$ cat src/vcs_map.svh
`ifndef VCS_MAP_SVH
`define VCS_MAP_SVH

// Register word indices; byte address is four times the index
`define VCS_IDX_VOX_CTRL 6'h00
`define VCS_IDX_DETECT 6'h01
`define VCS_IDX_LINE_MODE 6'h02
`define VCS_IDX_ACOUS_MODE 6'h03
`define VCS_IDX_SUBADDR 6'h04
`define VCS_IDX_SUBDATA 6'h05
`define VCS_IDX_MODE 6'h06

// Reset values
`define VCS_RST_VOX_CTRL 8'h00
`define VCS_RST_LINE_MODE 8'h80
`define VCS_RST_ACOUS_MODE 8'h80
`define VCS_RST_SUBADDR 9'h164
`define VCS_RST_PAD 16'h0000

// Writable bit mask of the acoustic register (bit 6 unused)
`define VCS_ACOUS_MASK 8'hbf

// Voice activity control fields
`define VCS_VOX_EN 7
`define VCS_VOX_THR_HI 6
`define VCS_VOX_THR_LO 5
`define VCS_VOX_HANG 4
`define VCS_VOX_RX_SEL 3
`define VCS_VOX_NOISE_SEL 2
`define VCS_VOX_NOISE_HI 1
`define VCS_VOX_NOISE_LO 0

// Detection status fields
`define VCS_DET_EVENT 4

// Line canceler mode fields
`define VCS_LINE_BYPASS 7
`define VCS_LINE_CLR1 6
`define VCS_LINE_CLR2 5
`define VCS_LINE_HOWL 4
`define VCS_LINE_CLIP 3
`define VCS_LINE_FREEZE 2
`define VCS_LINE_ATT_DIS 1
`define VCS_LINE_GAIN 0

// Mode register fields
`define VCS_MODE_INIT 0
`define VCS_MODE_REFUSED 1

// Tone subaddress map
`define VCS_SUB_SINE_BASE 9'h164
`define VCS_SUB_WAMBLE_BASE 9'h168
`define VCS_SUB_SINGLE_BASE 9'h178
`define VCS_SUB_LAST 9'h17f
`define VCS_SUB_PAD 9'h175
`define VCS_TONE_DEPTH 28

// Tone code groups
`define VCS_CODE_SINE 3'b000
`define VCS_CODE_WAMBLE 3'b010
`define VCS_CODE_SINGLE 2'b10

// Hangover times and clock rate
`define VCS_HANG_SHORT_MS 160
`define VCS_HANG_LONG_MS 320
`define VCS_CLK_KHZ 100000

`endif

$ cat src/vcs_pkg.sv
`default_nettype none
package vcs_pkg;
  // Bus transaction phase
  typedef enum logic [1:0] {VCS_IDLE, VCS_BUSY, VCS_DONE} vcs_phase_t;
  // Common data shapes
  typedef logic [15:0] vcs_word_t;
  typedef logic [8:0] vcs_subaddr_t;
  typedef logic [7:0] vcs_byte_t;
endpackage : vcs_pkg
`default_nettype wire

$ cat src/vcs_regs.sv
`timescale 1ns/100ps
`default_nettype none
`include "vcs_map.svh"

// Notes on behaviour
// RULE1: Tone table writes accepted only in initial mode
// RULE2: Tone codes map onto fixed indirect subaddresses
// RULE3: Host encodes frequency as hertz times 8.192
// RULE4: Host encodes wamble time as halved ratio minus one
// RULE5: Control bit 7 enables voice activity detection
// RULE6: Bits 6-5 pick the voice threshold level
// RULE7: Threshold pad word lives at subaddress 175h
// RULE8: Bit 4 picks 160 or 320 ms hangover
// RULE9: Bit 3 picks noise or received voice
// RULE10: Bit 2 auto noise, bits 1-0 noise level
// RULE11: Status bit 7 shows voice or silence
// RULE12: Status bits 6-5 show level versus threshold
// RULE13: Event bit clears on detector change, sets on read
// RULE14: Interrupt output is inverse of event bit
// RULE15: Status bits 3 and 2 show tone detections
// RULE16: Status bits 1-0 show answer tone flags
// RULE17: Line bit 7 selects canceler bypass, resets one
// RULE18: Line bits 6 and 5 clear coefficient sets
// RULE19: Line bit 3 enables send-out center clipping
// RULE20: Line bit 2 freezes coefficient adaptation
// RULE21: Line bit 1 disables the 6 dB attenuators
// RULE22: Line bit 0 enables receive-in gain control
// RULE23: Host keeps reserved noise select bit at zero
module vcs_regs #(
  parameter int HANG_SHORT_CYCLES = `VCS_HANG_SHORT_MS * `VCS_CLK_KHZ,
  parameter int HANG_LONG_CYCLES = `VCS_HANG_LONG_MS * `VCS_CLK_KHZ,
  parameter int CNT_W = 25
) (
  // Clock and reset
  input wire logic clock,
  input wire logic rst,
  // Avalon-MM slave
  input wire logic [7:0] avs_address,
  input wire logic avs_read,
  input wire logic avs_write,
  input wire logic [31:0] avs_writedata,
  input wire logic [3:0] avs_byteenable,
  output logic [31:0] avs_readdata,
  output logic avs_waitrequest,
  // Detector results from the speech datapath
  input wire logic voice_active,
  input wire logic [1:0] tx_level,
  input wire logic cpt_detected,
  input wire logic dtmf_detected,
  input wire logic line_answer_tone_flag,
  input wire logic acoustic_answer_tone_flag,
  input wire logic lec_expansion_mode,
  // Tone generator lookup
  input wire logic [4:0] tone_code,
  input wire logic [1:0] tone_field,
  output vcs_pkg::vcs_word_t tone_word,
  output logic tone_word_valid,
  output logic initial_mode,
  // External pin
  input wire logic voice_detect_input_select_pin,
  // Voice activity settings
  output logic vox_enable,
  output logic [1:0] vox_threshold_sel,
  output vcs_pkg::vcs_word_t threshold_pad,
  output logic rx_voice_select,
  output logic noise_auto,
  output logic [1:0] noise_level,
  output logic voice_detected,
  output logic interrupt_request,
  // Line canceler controls
  output logic line_canceler_bypass,
  output logic line_coef_set_one_clear,
  output logic line_coef_set_two_clear,
  output logic line_howling_detect_enable,
  output logic line_center_clip_enable,
  output logic line_coef_freeze,
  output logic line_attenuator_disable,
  output logic line_gain_ctrl_enable,
  // Acoustic canceler settings, passed on whole
  output vcs_pkg::vcs_byte_t acoustic_mode
);
  import vcs_pkg::*;

  // Software registers
  vcs_byte_t voice_activity_control;
  vcs_byte_t line_canceler_mode;
  vcs_byte_t acoustic_canceler_mode;
  vcs_subaddr_t tone_subaddr;
  logic refused;
  // Bus phase and next phase
  vcs_phase_t phase;
  vcs_phase_t next_phase;
  // Detector history for change detection
  logic cpt_q, dtmf_q, line21_q, ac21_q;
  logic det_event;
  // Hangover counter
  logic [CNT_W-1:0] hang_cnt;
  // Pin synchroniser stages and settled value
  logic sel_s1, sel_s2, sel_s3, sel_pin;

  // Bus decode
  wire [5:0] word_idx = avs_address[7:2];
  wire sel_vox = word_idx == `VCS_IDX_VOX_CTRL;
  wire sel_det = word_idx == `VCS_IDX_DETECT;
  wire sel_line = word_idx == `VCS_IDX_LINE_MODE;
  wire sel_acous = word_idx == `VCS_IDX_ACOUS_MODE;
  wire sel_sub = word_idx == `VCS_IDX_SUBADDR;
  wire sel_data = word_idx == `VCS_IDX_SUBDATA;
  wire sel_mode = word_idx == `VCS_IDX_MODE;
  // Completion edge of a held request
  wire done = phase == VCS_DONE;
  wire wr_fire = done && avs_write;
  wire rd_fire = done && avs_read;
  wire lane0 = avs_byteenable[0];
  wire lane01 = avs_byteenable[1] && avs_byteenable[0];

  // Tone table access from the bus
  wire sub_in_range = (tone_subaddr >= `VCS_SUB_SINE_BASE) && (tone_subaddr <= `VCS_SUB_LAST);
  wire [8:0] sub_off = tone_subaddr - `VCS_SUB_SINE_BASE;
  wire data_wr = wr_fire && sel_data && lane01;
  wire data_ok = data_wr && initial_mode && sub_in_range; // [RULE1]
  wire data_refused = data_wr && !data_ok;
  wire [15:0] bus_word;

  // Tone code to subaddress mapping
  wire is_sine = tone_code[4:2] == `VCS_CODE_SINE;
  wire is_wamble = tone_code[4:2] == `VCS_CODE_WAMBLE;
  wire is_single = tone_code[4:3] == `VCS_CODE_SINGLE;
  wire field_zero = tone_field == 2'h0;
  wire code_ok = is_wamble || ((is_sine || is_single) && field_zero);
  wire [8:0] sine_sub = `VCS_SUB_SINE_BASE + {7'h00, tone_code[1:0]};
  wire [8:0] wamble_sub = `VCS_SUB_WAMBLE_BASE + {5'h00, tone_field, tone_code[1:0]};
  wire [8:0] single_sub = `VCS_SUB_SINGLE_BASE + {6'h00, tone_code[2:0]};
  // Wamble frequency two and the two times sit four apart per field
  wire [8:0] gen_sub = is_sine ? sine_sub : (is_wamble ? wamble_sub : single_sub); // [RULE2]
  wire [8:0] gen_off = gen_sub - `VCS_SUB_SINE_BASE;

  // Detection status assembly
  wire vox_en = voice_activity_control[`VCS_VOX_EN];
  wire [1:0] level_shown = vox_en ? tx_level : 2'h0; // [RULE12]
  wire [1:0] answer_shown = lec_expansion_mode ?
                            {line21_q, ac21_q} : 2'h0; // [RULE16]
  wire [7:0] detection_status = {voice_detected, level_shown, det_event,
                                 cpt_q, dtmf_q, answer_shown}; // [RULE11] [RULE15]

  // Any change in tone detector outputs counts as an event
  wire det_change = (cpt_detected ^ cpt_q) | (dtmf_detected ^ dtmf_q) |
                    (line_answer_tone_flag ^ line21_q) |
                    (acoustic_answer_tone_flag ^ ac21_q);
  // Detector change wins over a simultaneous read of the status
  wire next_det_event = det_change ? 1'b0 :
                        ((rd_fire && sel_det) ? 1'b1 : det_event); // [RULE13]

  // Hangover length from the control register
  wire [CNT_W-1:0] hang_len = voice_activity_control[`VCS_VOX_HANG] ?
                              CNT_W'(HANG_LONG_CYCLES) : CNT_W'(HANG_SHORT_CYCLES); // [RULE8]

  // Read data mux, zero for unmapped words
  wire [31:0] rd_mux =
    sel_vox ? {24'h0, voice_activity_control} :
    sel_det ? {24'h0, detection_status} :
    sel_line ? {24'h0, line_canceler_mode} :
    sel_acous ? {24'h0, acoustic_canceler_mode} :
    sel_sub ? {23'h0, tone_subaddr} :
    sel_data ? {16'h0, bus_word} :
    sel_mode ? {30'h0, refused, initial_mode} : 32'h0;

  // Shared tone table, one read port each for the bus and the generator, writes from the bus only
  vcs_tone_mem #(
    .WIDTH(16),
    .DEPTH(`VCS_TONE_DEPTH),
    .AW(5)
  ) u_tone_mem (
    .clock(clock),
    .rst(rst),
    .wr_en(data_ok),
    .wr_addr(sub_off[4:0]),
    .wr_data(avs_writedata[15:0]),
    .rd_a_addr(sub_off[4:0]),
    .rd_a_data(bus_word),
    .rd_b_addr(gen_off[4:0]),
    .rd_b_data(tone_word)
  );

  // Bus phase sequencing, two wait cycles so table reads settle
  always_comb begin
    case (phase)
      VCS_IDLE: next_phase = (avs_read || avs_write) ? VCS_BUSY : VCS_IDLE;
      VCS_BUSY: next_phase = VCS_DONE;
      VCS_DONE: next_phase = VCS_IDLE;
      default: next_phase = VCS_IDLE;
    endcase
  end

  // Bus handshake registers
  always_ff @(posedge clock or posedge rst) begin
    if (rst) begin
      phase <= VCS_IDLE;
      avs_waitrequest <= 1'b1;
      avs_readdata <= 32'h0;
    end else begin
      phase <= next_phase;
      avs_waitrequest <= next_phase != VCS_DONE;
      // Capture read data the edge before it is presented
      if (next_phase == VCS_DONE && avs_read) begin
        avs_readdata <= rd_mux;
      end
    end
  end

  // Voice activity control register
  always_ff @(posedge clock or posedge rst) begin
    if (rst) begin
      voice_activity_control <= `VCS_RST_VOX_CTRL; // [RULE5]
    end else if (wr_fire && sel_vox && lane0) begin
      voice_activity_control <= avs_writedata[7:0];
    end
  end

  // Line and acoustic canceler mode registers
  always_ff @(posedge clock or posedge rst) begin
    if (rst) begin
      line_canceler_mode <= `VCS_RST_LINE_MODE; // [RULE17]
      acoustic_canceler_mode <= `VCS_RST_ACOUS_MODE;
    end else begin
      if (wr_fire && sel_line && lane0) begin
        line_canceler_mode <= avs_writedata[7:0];
      end
      if (wr_fire && sel_acous && lane0) begin
        acoustic_canceler_mode <= avs_writedata[7:0] & `VCS_ACOUS_MASK;
      end
    end
  end

  // Subaddress pointer, mode and refusal flag
  always_ff @(posedge clock or posedge rst) begin
    if (rst) begin
      tone_subaddr <= `VCS_RST_SUBADDR;
      initial_mode <= 1'b1;
      refused <= 1'b0;
    end else begin
      if (wr_fire && sel_sub && lane01) begin
        tone_subaddr <= avs_writedata[8:0];
      end
      if (wr_fire && sel_mode && lane0) begin
        initial_mode <= avs_writedata[`VCS_MODE_INIT];
      end
      // A new refusal wins over a clear in the same cycle
      if (data_refused) begin
        refused <= 1'b1; // [RULE1]
      end else if (wr_fire && sel_mode && lane0 && avs_writedata[`VCS_MODE_REFUSED]) begin
        refused <= 1'b0;
      end
    end
  end

  // Threshold pad shadow, taken from accepted writes at its subaddress
  always_ff @(posedge clock or posedge rst) begin
    if (rst) begin
      threshold_pad <= `VCS_RST_PAD;
    end else if (data_ok && tone_subaddr == `VCS_SUB_PAD) begin
      threshold_pad <= avs_writedata[15:0]; // [RULE7]
    end
  end

  // Generator lookup valid, aligned with the registered table word
  always_ff @(posedge clock or posedge rst) begin
    if (rst) begin
      tone_word_valid <= 1'b0;
    end else begin
      tone_word_valid <= code_ok; // [RULE2]
    end
  end

  // Detector history and event bit
  always_ff @(posedge clock or posedge rst) begin
    if (rst) begin
      cpt_q <= 1'b0;
      dtmf_q <= 1'b0;
      line21_q <= 1'b0;
      ac21_q <= 1'b0;
      det_event <= 1'b0;
      interrupt_request <= 1'b1;
    end else begin
      cpt_q <= cpt_detected; // [RULE15]
      dtmf_q <= dtmf_detected;
      line21_q <= line_answer_tone_flag; // [RULE16]
      ac21_q <= acoustic_answer_tone_flag;
      det_event <= next_det_event;
      interrupt_request <= ~next_det_event; // [RULE14]
    end
  end

  // Hangover timer holds the voice flag after speech stops
  always_ff @(posedge clock or posedge rst) begin
    if (rst) begin
      hang_cnt <= '0;
      voice_detected <= 1'b0;
    end else begin
      if (!vox_en) begin
        hang_cnt <= '0;
      end else if (voice_active) begin
        hang_cnt <= hang_len; // [RULE8]
      end else if (hang_cnt != '0) begin
        hang_cnt <= hang_cnt - CNT_W'(1);
      end
      voice_detected <= vox_en && (voice_active || hang_cnt != '0); // [RULE5] [RULE11]
    end
  end

  // Three-stage pin synchroniser, a change counts when stages two and three agree
  always_ff @(posedge clock or posedge rst) begin
    if (rst) begin
      sel_s1 <= 1'b0;
      sel_s2 <= 1'b0;
      sel_s3 <= 1'b0;
      sel_pin <= 1'b0;
    end else begin
      sel_s1 <= voice_detect_input_select_pin;
      sel_s2 <= sel_s1;
      sel_s3 <= sel_s2;
      if (sel_s2 == sel_s3) begin
        sel_pin <= sel_s3;
      end
    end
  end

  // Received voice only passes with the select pin held low
  always_ff @(posedge clock or posedge rst) begin
    if (rst) begin
      rx_voice_select <= 1'b0;
    end else begin
      rx_voice_select <= voice_activity_control[`VCS_VOX_RX_SEL] && !sel_pin; // [RULE9]
    end
  end

  // Voice activity settings straight from the control register
  assign vox_enable = voice_activity_control[`VCS_VOX_EN]; // [RULE5]
  assign vox_threshold_sel = voice_activity_control[`VCS_VOX_THR_HI:`VCS_VOX_THR_LO]; // [RULE6]
  // Reserved select bit set to one is simply shown as not automatic
  assign noise_auto = !voice_activity_control[`VCS_VOX_NOISE_SEL]; // [RULE10]
  assign noise_level = voice_activity_control[`VCS_VOX_NOISE_HI:`VCS_VOX_NOISE_LO]; // [RULE10]

  // Line canceler controls straight from the mode register
  assign line_canceler_bypass = line_canceler_mode[`VCS_LINE_BYPASS]; // [RULE17]
  assign line_coef_set_one_clear = line_canceler_mode[`VCS_LINE_CLR1]; // [RULE18]
  assign line_coef_set_two_clear = line_canceler_mode[`VCS_LINE_CLR2]; // [RULE18]
  assign line_howling_detect_enable = line_canceler_mode[`VCS_LINE_HOWL];
  assign line_center_clip_enable = line_canceler_mode[`VCS_LINE_CLIP]; // [RULE19]
  assign line_coef_freeze = line_canceler_mode[`VCS_LINE_FREEZE]; // [RULE20]
  assign line_attenuator_disable = line_canceler_mode[`VCS_LINE_ATT_DIS]; // [RULE21]
  assign line_gain_ctrl_enable = line_canceler_mode[`VCS_LINE_GAIN]; // [RULE22]
  assign acoustic_mode = acoustic_canceler_mode;
endmodule : vcs_regs
`default_nettype wire

$ cat src/vcs_tone_mem.sv
`timescale 1ns/100ps
`default_nettype none
module vcs_tone_mem #(
  parameter int WIDTH = 16,
  parameter int DEPTH = 28,
  parameter int AW = 5
) (
  // Clock and reset
  input wire logic clock,
  input wire logic rst,
  // Write port
  input wire logic wr_en,
  input wire logic [AW-1:0] wr_addr,
  input wire logic [WIDTH-1:0] wr_data,
  // Read port for the register bus
  input wire logic [AW-1:0] rd_a_addr,
  output logic [WIDTH-1:0] rd_a_data,
  // Read port for the tone generator
  input wire logic [AW-1:0] rd_b_addr,
  output logic [WIDTH-1:0] rd_b_data
);
  // Table storage, left unreset so it maps onto plain RAM
  logic [WIDTH-1:0] mem [DEPTH];

  // Address guards, out-of-range reads return zero
  wire wr_ok = wr_addr < AW'(DEPTH);
  wire rd_a_ok = rd_a_addr < AW'(DEPTH);
  wire rd_b_ok = rd_b_addr < AW'(DEPTH);

  // Write port
  always_ff @(posedge clock) begin
    if (wr_en && wr_ok) begin
      mem[wr_addr] <= wr_data;
    end
  end

  // Registered read ports
  always_ff @(posedge clock or posedge rst) begin
    if (rst) begin
      rd_a_data <= '0;
      rd_b_data <= '0;
    end else begin
      rd_a_data <= rd_a_ok ? mem[rd_a_addr] : '0;
      rd_b_data <= rd_b_ok ? mem[rd_b_addr] : '0;
    end
  end
endmodule : vcs_tone_mem
`default_nettype wire
$ cat config.mk
export PLATFORM = sky130hd
export DESIGN_NAME = vcs_regs
export DESIGN_NICKNAME = d
export VERILOG_FILES = /design/src/vcs_pkg.sv /design/src/vcs_regs.sv /design/src/vcs_tone_mem.sv
export VERILOG_INCLUDE_DIRS = /design/src
export SDC_FILE = /design/constraint.sdc
export NUM_CORES = 1
export LEC_CHECK = 0
export ABC_AREA = 1
export BUFFER_PORTS_ARGS = -buffer_cell sky130_fd_sc_hd__buf_2
export CELL_PAD_IN_SITES_DETAIL_PLACEMENT = 2
export CELL_PAD_IN_SITES_GLOBAL_PLACEMENT = 2
export CORE_MARGIN = 4
export CORE_UTILIZATION = 39
export CTS_CLUSTER_SIZE = 14
export DETAILED_ROUTE_END_ITERATION = 10
export GPL_ROUTABILITY_DRIVEN = 0
export PLACE_DENSITY = 0.78
export SLEW_MARGIN = 25
export SYNTH_ARGS = -nofsm -noshare
export SYNTH_HDL_FRONTEND = slang
export SYNTH_SLANG_ARGS = --single-unit
export TNS_END_PERCENT = 100
$ cat constraint.sdc
create_clock -name clock -period 5.1 [get_ports clock]
set_input_delay 0 -clock clock [delete_from_list [all_inputs] [get_ports clock]]
set_output_delay 0 -clock clock [all_outputs]
set_load 0.1 [all_outputs]
==> metrics, run 1 <==
CTS buffer count 73; static power due to leakage about 0.014 uW; layout overhead on the synthesized area 14.5%; number of I/O port buffers between 100 and 150; critical path type reg -> reg; clock root buffer sky130_fd_sc_hd__clkbuf_16; Top-Level Pins about 160; number of detailed-route iterations in the first pass 6; crit path max fanout 73; Cell Pwr Density around 360 nW/um^2; Clk Latency, worst-skew pair about 630 ps; post-detailed-route wirelength per cell ~28 microns; Met1 Wirelength roughly 48 mm; net total in the final layout ~3400; number of endpoints with negative hold slack in the final report 0; maximum number of pins on one net before global-route repair ~120; site row count 99; type of element capturing the critical path flop; total number of yosys warnings 0; sum of negative setup slack 0 ps; total length of routed met3 wires around 7.2 mm; vias post-DR around 25000; post-route cell area 33000 sq um; final setup fails 0; maximum clock path buffer count 3; arrival time of data at the critical path endpoint between 4000 and 5000 ps; vias in the first global route between 20000 and 30000; starting utilization of the core area about two fifths; slew at the pin closest to its max-slew limit between 1000 and 1500 ps; Top Metal Used met4; # resized after CTS 0; metal2 WL 60.7 mm; Worst slew margin between 30% and 40%; status finished, final reports clean; worst voltage drop across the vdd grid ~0.26 mV; die area just under 80000 sq um; post-DP HPWL about 75 mm; synthesized area 28800 sq um; first-pass GRT wire length 180 mm; number of slew-limit violations in the final report 0; die extent in x around 280 microns; required time at the worst-slack endpoint roughly 5600 ps; Avg Synthesized Cell Area 8.97 sq um; remaining number of nets flagged by the antenna check after routing 0; Sink Count 587; layout cells sized above 1 a little under an eighth; TritonCTS clock tree built; Post-Place Cell Area 30300 sq um; class of the tightest hold or removal check in -> reg; level count of the clock H-tree 3; clk slew on worst S/H paths 60 ps; post-CTS setup buffer count 0; Distinct cells, synth between 40 and 50; CP Launch Point tone_subaddr[1]; core region area 73100 sq um; setup clock skew after layout between 20 and 30 ps; final global-route overflow total 0; initial antenna violation count 2; final core occ roughly 45%; Fmax approximately 0.27 GHz; all-layer global routing usage 30.9%; Avg Vias per Cell around 5.8; remaining routing DRC violations 0; critical path launch point type flop; number of hold buffers added after cts 34; Tmin final about 3700 ps; startpoint of the most critical hold path avs_writedata[0]; RSZ-0062 raised after global routing false; Die Span Y between 200 and 300 microns; Max Cap Violations 0; crit share post-route approximately three quarters; Synth Instances approximately 3200; Detailed Route WL about 120 mm; initial DRC count roughly 2000; Seq/Total Area, Yosys between 50 and 60%; Critical R2R Launch tone_subaddr[1]; register bit total from synthesis between 500 and 600
==> final timing paths <==
| kind | to | slack, ps | depth (start not counted) |
|---|---|---|---|
| max reg2reg | u_tone_mem.rd_a_data[5] | 1370 | 9 |
| min reg2reg | sel_s2 | 360 | 0 |
| max | u_tone_mem.rd_a_data[5] | 1370 | 9 |
| min in group asynchronous | threshold_pad[7] | 100 | 3 |
| min | threshold_pad[0] | 40 | 3 |
| max in group asynchronous | tone_subaddr[0] | 3700 | 4 |
==> worst max-delay path, cell delays in order, from the launching register on <==
cell	delay, ps
sky130_fd_sc_hd__dfrtp_2	910
sky130_fd_sc_hd__clkinv_2	830
sky130_fd_sc_hd__nor2_4	390
sky130_fd_sc_hd__buf_12	480
sky130_fd_sc_hd__nand2_1	110
sky130_fd_sc_hd__o21ai_1	120
sky130_fd_sc_hd__nor2_1	110
sky130_fd_sc_hd__nor2_1	330
sky130_fd_sc_hd__nor2_1	100
sky130_fd_sc_hd__a21oi_1	160
==> through the flow <==
step,setup slack (ps),hold WS [ps],total power (uW),cells
finish,1370,38.6,12000,4344
global route,1360,16.3,12300,4342
CTS,1480,5.81,12000,4342
detailed placement,1520,112,6900,4177
global placement,1580,112,6850,4177
floorplan,1390,31.4,6380,3229
==> power breakdown <==
| group | internal (uW) | switching (uW) | total, uW |
|---|---|---|---|
| registers | 5240 | 65.2 | 5300 |
| clock network | 3020 | 2100 | 5120 |
| logic | 298 | 1250 | 1550 |
==> cell usage in the layout, fill, tap and decap left out, types with 3 or more instances in the layout <==
master	n
sky130_fd_sc_hd__a21o_1	3
sky130_fd_sc_hd__a21oi_1	122
sky130_fd_sc_hd__buf_12	4
sky130_fd_sc_hd__buf_2	116
sky130_fd_sc_hd__buf_4	63
sky130_fd_sc_hd__bufinv_16	4
sky130_fd_sc_hd__clkbuf_1	23
sky130_fd_sc_hd__clkbuf_16	73
sky130_fd_sc_hd__clkbuf_8	13
sky130_fd_sc_hd__clkinv_1	5
sky130_fd_sc_hd__clkinv_2	13
sky130_fd_sc_hd__conb_1	17
sky130_fd_sc_hd__dfrtp_1	128
sky130_fd_sc_hd__dfstp_2	9
sky130_fd_sc_hd__dlygate4sd3_1	34
sky130_fd_sc_hd__edfxtp_1	448
sky130_fd_sc_hd__ha_1	6
sky130_fd_sc_hd__inv_1	264
sky130_fd_sc_hd__inv_2	9
sky130_fd_sc_hd__nand2_1	976
sky130_fd_sc_hd__nand2_2	7
sky130_fd_sc_hd__nand2_4	4
sky130_fd_sc_hd__nand3_1	232
sky130_fd_sc_hd__nand3_4	4
sky130_fd_sc_hd__nand4_1	16
sky130_fd_sc_hd__nor2_1	296
sky130_fd_sc_hd__nor2_2	34
sky130_fd_sc_hd__nor2_4	5
sky130_fd_sc_hd__o211ai_1	149
sky130_fd_sc_hd__o21ai_0	233
sky130_fd_sc_hd__o21ai_1	29
sky130_fd_sc_hd__or2_2	7
sky130_fd_sc_hd__xnor2_1	6
sky130_fd_sc_hd__xor2_1	5
==> registers in the layout (all words and copies together), names as in the netlist, 2 cells and up <==
signal / flops
u_tone_mem.rd_a_data: 16
phase: 2
u_tone_mem.rd_b_data: 16
line_canceler_mode: 8
avs_readdata: 16
threshold_pad: 16
hang_cnt: 25
tone_subaddr: 9
acoustic_mode: 7
u_tone_mem.mem: 448
voice_activity_control: 8
==> cells in the mapped netlist, drive strengths merged <==
master	instances	share of area, %
a211oi	2	0.069
ha	6	0.26
nor3	5	0.16
nor3b	1	0.026
nor2	335	4.5
dfrtp	130	11
o21bai	1	0.026
a21boi	2	0.052
conb	1	0.013
buf	120	2.5
nand2	987	13
nand3	237	4.3
nand4	16	0.35
o211ai	150	3.9
inv	276	3.6
clkbuf	76	0.99
or2	7	0.15
a21o	3	0.078
nand3b	1	0.026
o21ai	262	4.5
o41ai	1	0.030
a21oi	122	2.1
edfxtp	448	47
dfstp	9	0.82
maj3	1	0.035
xor2	6	0.21
xnor2	6	0.18
clkinv	2	0.030
==> layer usage <==
layer,vias up,track usage (%)
li1,10900,-
met1,13000,37.7
met2,935,54.5
met3,307,3.92
met4,0,14.5
met5,-,0
==> cell families after synthesis <==
logic type | synth area share (%)
XOR/XNOR | 0.391
buffers and inverters | 7.14
AND/OR/NAND/NOR | 22.5
flip-flops | 58.8
AO/OA/AOI/OAI | 10.8
other | 0.0130
adder cells (fa/ha/maj) | 0.295
==> layout make-up <==
type,count,area [sq um]
fillers,7847,40100
flip-flops and latches,587,16900
multi-input cells,2168,9970
clock buffers,108,2080
repair buffers,219,1500
well taps,959,1200
inverters,278,1060
clock inverters,23,239
diodes,2,5.00
(Power assumes the default switching activity.)
==> run 2: changes to the inputs <==
Clock period 5.1 ns to 3.6 ns, I/O delays scaled along.
==> run 2 against run 1 <==
Net effect: register-to-register slack got worse by 800 ps; total power is 39% higher; final cell count rose by 0.39%; sequential power grew 42%; critical path depth decreased by 2; combinational power up 45%; clock power is 35% higher; fmax increased by 23%; largest cell class unchanged.
==> metrics, run 2 (same netlist as run 1, synthesis figures left out) <==
status finished, final reports clean; worst voltage drop across the vdd grid between 0.3 and 0.4 mV; critical path type reg -> reg; Tmin final slightly above 3000 ps; Fmax 0.330 GHz; post-CTS setup buffer count 0; final setup fails 0; most frequent standard cell in the layout excluding fill and tap cells sky130_fd_sc_hd__nand2_1; clock root buffer sky130_fd_sc_hd__clkbuf_16; post-DP HPWL a little under 80 mm; maximum number of pins on one net before global-route repair 158; footprint of the multi-input gates 9970 sq um; CTS buffer count 70; remaining routing DRC violations 0; post-layout instance count excluding filler cells ~4400; critical path launch point type flop; number of slew-limit violations in the final report 0; remaining number of nets flagged by the antenna check after routing 0; class of the tightest hold or removal check in -> async; Sink Count approximately 590; layout cells sized above 1 a little under an eighth; number of I/O port buffers approximately 120; starting utilization of the core area between 30% and 40%; net total in the final layout between 3000 and 4000; Top-Level Pins roughly 160; initial DRC count 2158; biggest regs u_tone_mem.mem (448), hang_cnt (25); area taken by flip-flops and latches 16900 sq um; number of filler cells placed in the layout a little under 8000; vias post-DR ~26000; vias in the first global route approximately 28000; die extent in x around 280 microns; Die Span Y 280 microns; all-layer global routing usage a little under a third; required time at the worst-slack endpoint around 3900 ps; sum of negative setup slack 0 ps; Avg Vias per Cell approximately 6; TritonCTS clock tree built; Cell Pwr Density 503 nW/um^2; max FFs per register 448; final global-route overflow total 0; site row count between 90 and 100; crit share post-route 84.2%; Detailed Route WL 124 mm; core region area around 73000 sq um; crit path max fanout 10; type of element capturing the critical path flop; clk slew on worst S/H paths about 60 ps; Max Cap Violations 0; die area between 70000 and 80000 sq um; commonest cells after routing, fill and taps aside sky130_fd_sc_hd__nand2_1 (976), sky130_fd_sc_hd__edfxtp_1 (448), sky130_fd_sc_hd__nor2_1 (296); Clk Latency, worst-skew pair about 630 ps; number of hold buffers added after cts 35; arrival time of data at the critical path endpoint around 3400 ps; initial antenna violation count 1; number of instances in the placed design approximately 4200; RSZ-0062 raised after global routing false; first-pass GRT wire length 182 mm; slew at the pin closest to its max-slew limit 1090 ps; register containing the most flip-flops in the final layout u_tone_mem.mem; static power due to leakage 0.0141 uW; maximum clock path buffer count 3; setup clock skew after layout just under 30 ps; worst-case register-to-register setup slack ~570 ps; post-detailed-route wirelength per cell around 28 microns; Worst slew margin between 20% and 30%; level count of the clock H-tree 3; layout overhead on the synthesized area 15.0%; # resized after CTS 0; number of detailed-route iterations in the first pass 5; number of endpoints with negative hold slack in the final report 0
run 2: cell types whose count changed in the layout (fill, tap and decap cells not counted), moves of 2 or more:
cell	change
sky130_fd_sc_hd__buf_4	+10
sky130_fd_sc_hd__buf_12	+10
sky130_fd_sc_hd__clkinv_1	+3
sky130_fd_sc_hd__bufinv_16	-3
sky130_fd_sc_hd__inv_6	+2
sky130_fd_sc_hd__clkinv_2	-2
run 2: final timing paths:
path                                  from  cells past startpoint                        to
max reg2reg                tone_subaddr[2]                      7     u_tone_mem.mem[9][10]
min                                    rst                      3          threshold_pad[2]
min in group clock            tone_code[2]                      5  u_tone_mem.rd_b_data[12]
min reg2reg                         sel_s1                      0                    sel_s2
max in group asynchronous              rst                      4               hang_cnt[0]
max                        tone_subaddr[2]                      7     u_tone_mem.mem[9][10]
run 2: per-layer routing:
metal / up-vias / GRT usage, % / routed length (microns)
met5: - / 0 / 13
met4: 2 / 15.8 / 7070
met3: 322 / 4.29 / 6900
met2: 939 / 54.7 / 61300
met1: 13300 / 37.7 / 48300
li1: 11000 / - / -
run 2: critical path, stage by stage (launching register included):
cell and delay (ps):
sky130_fd_sc_hd__dfstp_2 720, sky130_fd_sc_hd__ha_1 230, sky130_fd_sc_hd__nor3b_1 260, sky130_fd_sc_hd__o211ai_2 160, sky130_fd_sc_hd__nor2_4 320, sky130_fd_sc_hd__nand3_4 270, sky130_fd_sc_hd__nor2_2 540, sky130_fd_sc_hd__buf_12 230
run 2: final cells by class:
type	count	area share, %
clock inverters	22	0.460
well taps	959	3.62
repair buffers	240	5.38
inverters	278	3.18
flip-flops and latches	587	51.1
diodes	1	0.00755
clock buffers	106	6.15
multi-input cells	2168	30.1
run 2: where the power goes:
group / leakage (uW) / internal [uW] / switching [uW] / total [uW]
clock: 0.00108 / 3990 / 2930 / 6920
combinational: 0.00714 / 442 / 1810 / 2250
sequential: 0.00587 / 7420 / 85.9 / 7500
total: 0.0141 / 11800 / 4820 / 16700
run 2: per-stage QoR:
step / hold slack [ps] / utilization [%] / total power, uW / instance area [sq um] / setup slack, ps
after floorplan: 31.4 / - / 9050 / 28900 / 633
after global placement: 112 / 41.9 / 9740 / 30600 / 761
after detailed placement: 115 / 41.9 / 9820 / 30600 / 638
after CTS: 3.32 / 45.4 / 16800 / 33200 / 586
after global routing: 11.5 / 45.4 / 17200 / 33200 / 485
final: 18.7 / 45.4 / 16700 / 33200 / 570
==> run 3: changes to the inputs <==
Settings changed: CORE_UTILIZATION 39 to 35, PLACE_DENSITY 0.78 to 0.74.
Clock period 3.6 ns to 2.7 ns, I/O delays scaled along.
==> run 3 against run 2 <==
Net effect: sequential share of layout area is 0.99 points lower; register-to-register slack worse by 350 ps; first-iteration DRC count is 24% lower; fmax is 22% higher; clock skew is 8.0 ps lower; clock power is 37% higher; sequential power is 33% higher; critical endpoint is now u_tone_mem.mem[18][4]; largest cell class unchanged; largest power group unchanged; highest routed layer unchanged.
==> metrics, run 3 (same netlist as run 1, synthesis figures left out) <==
number of I/O port buffers 118; die area 87000 sq um; critical path type reg -> reg; Die Span Y 295 microns; required time at the worst-slack endpoint 3010 ps; number of slew-limit violations in the final report 0; Max Cap Violations 0; status finished, final reports clean; site row count ~100; post-CTS setup buffer count 0; CTS buffer count 71; clk slew on worst S/H paths about 60 ps; core region area about 81000 sq um; final global-route overflow total 0; Detailed Route WL about 120 mm; number of endpoints with negative hold slack in the final report 0; Cell Pwr Density roughly 670 nW/um^2; area taken by flip-flops and latches about 17000 sq um; setup clock skew after layout around 21 ps; initial DRC count around 1700; clock root buffer sky130_fd_sc_hd__clkbuf_16; crit path max fanout 16; part of the power in combinational logic between 10% and 20%; layout cells sized above 1 11.9%; routing usage on met1 about a third; Pwr Total about 23000 uW; clock power share ~42%; RSZ-0062 raised after global routing false; post-DP HPWL roughly 81 mm; number of filler cells placed in the layout between 8000 and 9000; TritonCTS clock tree built; worst voltage drop across the vdd grid 0.542 mV; Tmin final about 2500 ps; layout overhead on the synthesized area 17.3%; first-pass GRT wire length roughly 180 mm; slew at the pin closest to its max-slew limit approximately 900 ps; switching portion of total power approximately 29%; Switching Power roughly 6500 uW; critical path launch point type flop; maximum number of pins on one net before global-route repair 84; Sink Count 587; busiest layer in global routing met2; biggest regs u_tone_mem.mem (448), hang_cnt (25); Avg Vias per Cell ~5.6; number of detailed-route iterations in the first pass 5; type of element capturing the critical path flop; vias in the first global route approximately 28000; register containing the most flip-flops in the final layout u_tone_mem.mem; internal portion of total power between 15000 and 20000 uW; crit share post-route about nine tenths; initial antenna violation count 4; class of the tightest hold or removal check in -> reg; sum of negative setup slack 0 ps; Fmax 0.403 GHz; arrival time of data at the critical path endpoint roughly 2800 ps; Worst slew margin between 40 and 50%; static power due to leakage roughly 0.014 uW; final setup fails 0; Clk Latency, worst-skew pair between 600 and 700 ps; footprint of the multi-input gates approximately 10000 sq um; met3 routing resource usage after global routing 4.92%; die extent in x approximately 290 microns; remaining number of nets flagged by the antenna check after routing 0; Top-Level Pins 156; max FFs per register about 450; net total in the final layout around 3400; post-detailed-route wirelength per cell around 27 microns; final core occ 41.7%; maximum clock path buffer count 3; vias post-DR about 25000; Sequential Power Share roughly 44%; starting utilization of the core area a little over a third; commonest cells after routing, fill and taps aside sky130_fd_sc_hd__nand2_1 (976), sky130_fd_sc_hd__edfxtp_1 (448), sky130_fd_sc_hd__nor2_1 (300); level count of the clock H-tree 3; remaining routing DRC violations 0; most frequent standard cell in the layout excluding fill and tap cells sky130_fd_sc_hd__nand2_1; global routing usage on met2 a little under half; all-layer global routing usage 27.9%
-- run 3: cell types whose count changed in the layout (fill, tap and decap cells not counted), sizes merged --
cell         change
clkbuf           +1
dlygate4sd3      -3
bufinv           +1
buf             +17
-- run 3: worst paths after layout --
check                                      start  depth (start not counted)               endpoint  slack, ps
worst max-delay path                    phase[0]                          8  u_tone_mem.mem[18][4]        220
worst min-delay path            avs_writedata[5]                          3       threshold_pad[5]         30
worst max register to register          phase[0]                          8  u_tone_mem.mem[18][4]        220
worst min register to register            sel_s1                          0                 sel_s2        350
max in group asynchronous                    rst                          4      interrupt_request       1690
min in group asynchronous                    rst                          3       threshold_pad[0]         90
-- run 3: worst max-delay path, cell delays in order (launching register included) --
cell and delay, ps:
sky130_fd_sc_hd__dfrtp_1 370, sky130_fd_sc_hd__inv_1 100, sky130_fd_sc_hd__nand4_1 250, sky130_fd_sc_hd__nor2_2 310, sky130_fd_sc_hd__nand2_2 110, sky130_fd_sc_hd__nor2_4 280
sky130_fd_sc_hd__nand3_4 240, sky130_fd_sc_hd__nor2_1 260, sky130_fd_sc_hd__buf_12 210
-- run 3: per-stage QoR --
step | hold WS (ps) | area (sq um) | setup WS (ps) | cells
after detailed placement | 124 | 31200 | 207 | 4315
after CTS | 1.38 | 33800 | 113 | 4476
after global routing | 26.8 | 33800 | 62.0 | 4477
after global placement | 115 | 31200 | 296 | 4315
final | 32.5 | 33800 | 218 | 4478
after floorplan | 31.4 | 28900 | -267 | 3229
-- run 3: per-layer routing --
layer  vias up  wire length [microns]
li1      11000                      -
met1     12900                  50400
met2       763                  59500
met3       252                   6740
met4         4                   5730
met5         -                     87
-- run 3: repair_timing --
item | 4_1_cts | 5_1_grt
resized for setup | 0 | 1
endpoints found under the hold margin | 234 | 1
endpoints found under the setup margin | 0 | 92
hold buffers | 31 | 1
-- run 3: power groups by stage --
| stage | sequential, uW | clock [uW] | combinational [uW] |
|---|---|---|---|
| final | 10000 | 9500 | 3030 |
| after global routing | 10000 | 10100 | 3210 |
| after CTS | 10000 | 9700 | 3020 |
| after detailed placement | 10200 | 0 | 2960 |
| after global placement | 10200 | 0 | 2880 |
| after floorplan | 10800 | 0 | 1240 |
-- run 3: layout make-up --
cell class	count	share of cell area [%]
multi-input combinational	2168	29.5
tap	1060	3.92
clock inverter	23	0.507
inverter	278	3.12
sequential	587	50.1
timing repair buffer	254	6.68
antenna	1	0.00740
clock buffer	107	6.17
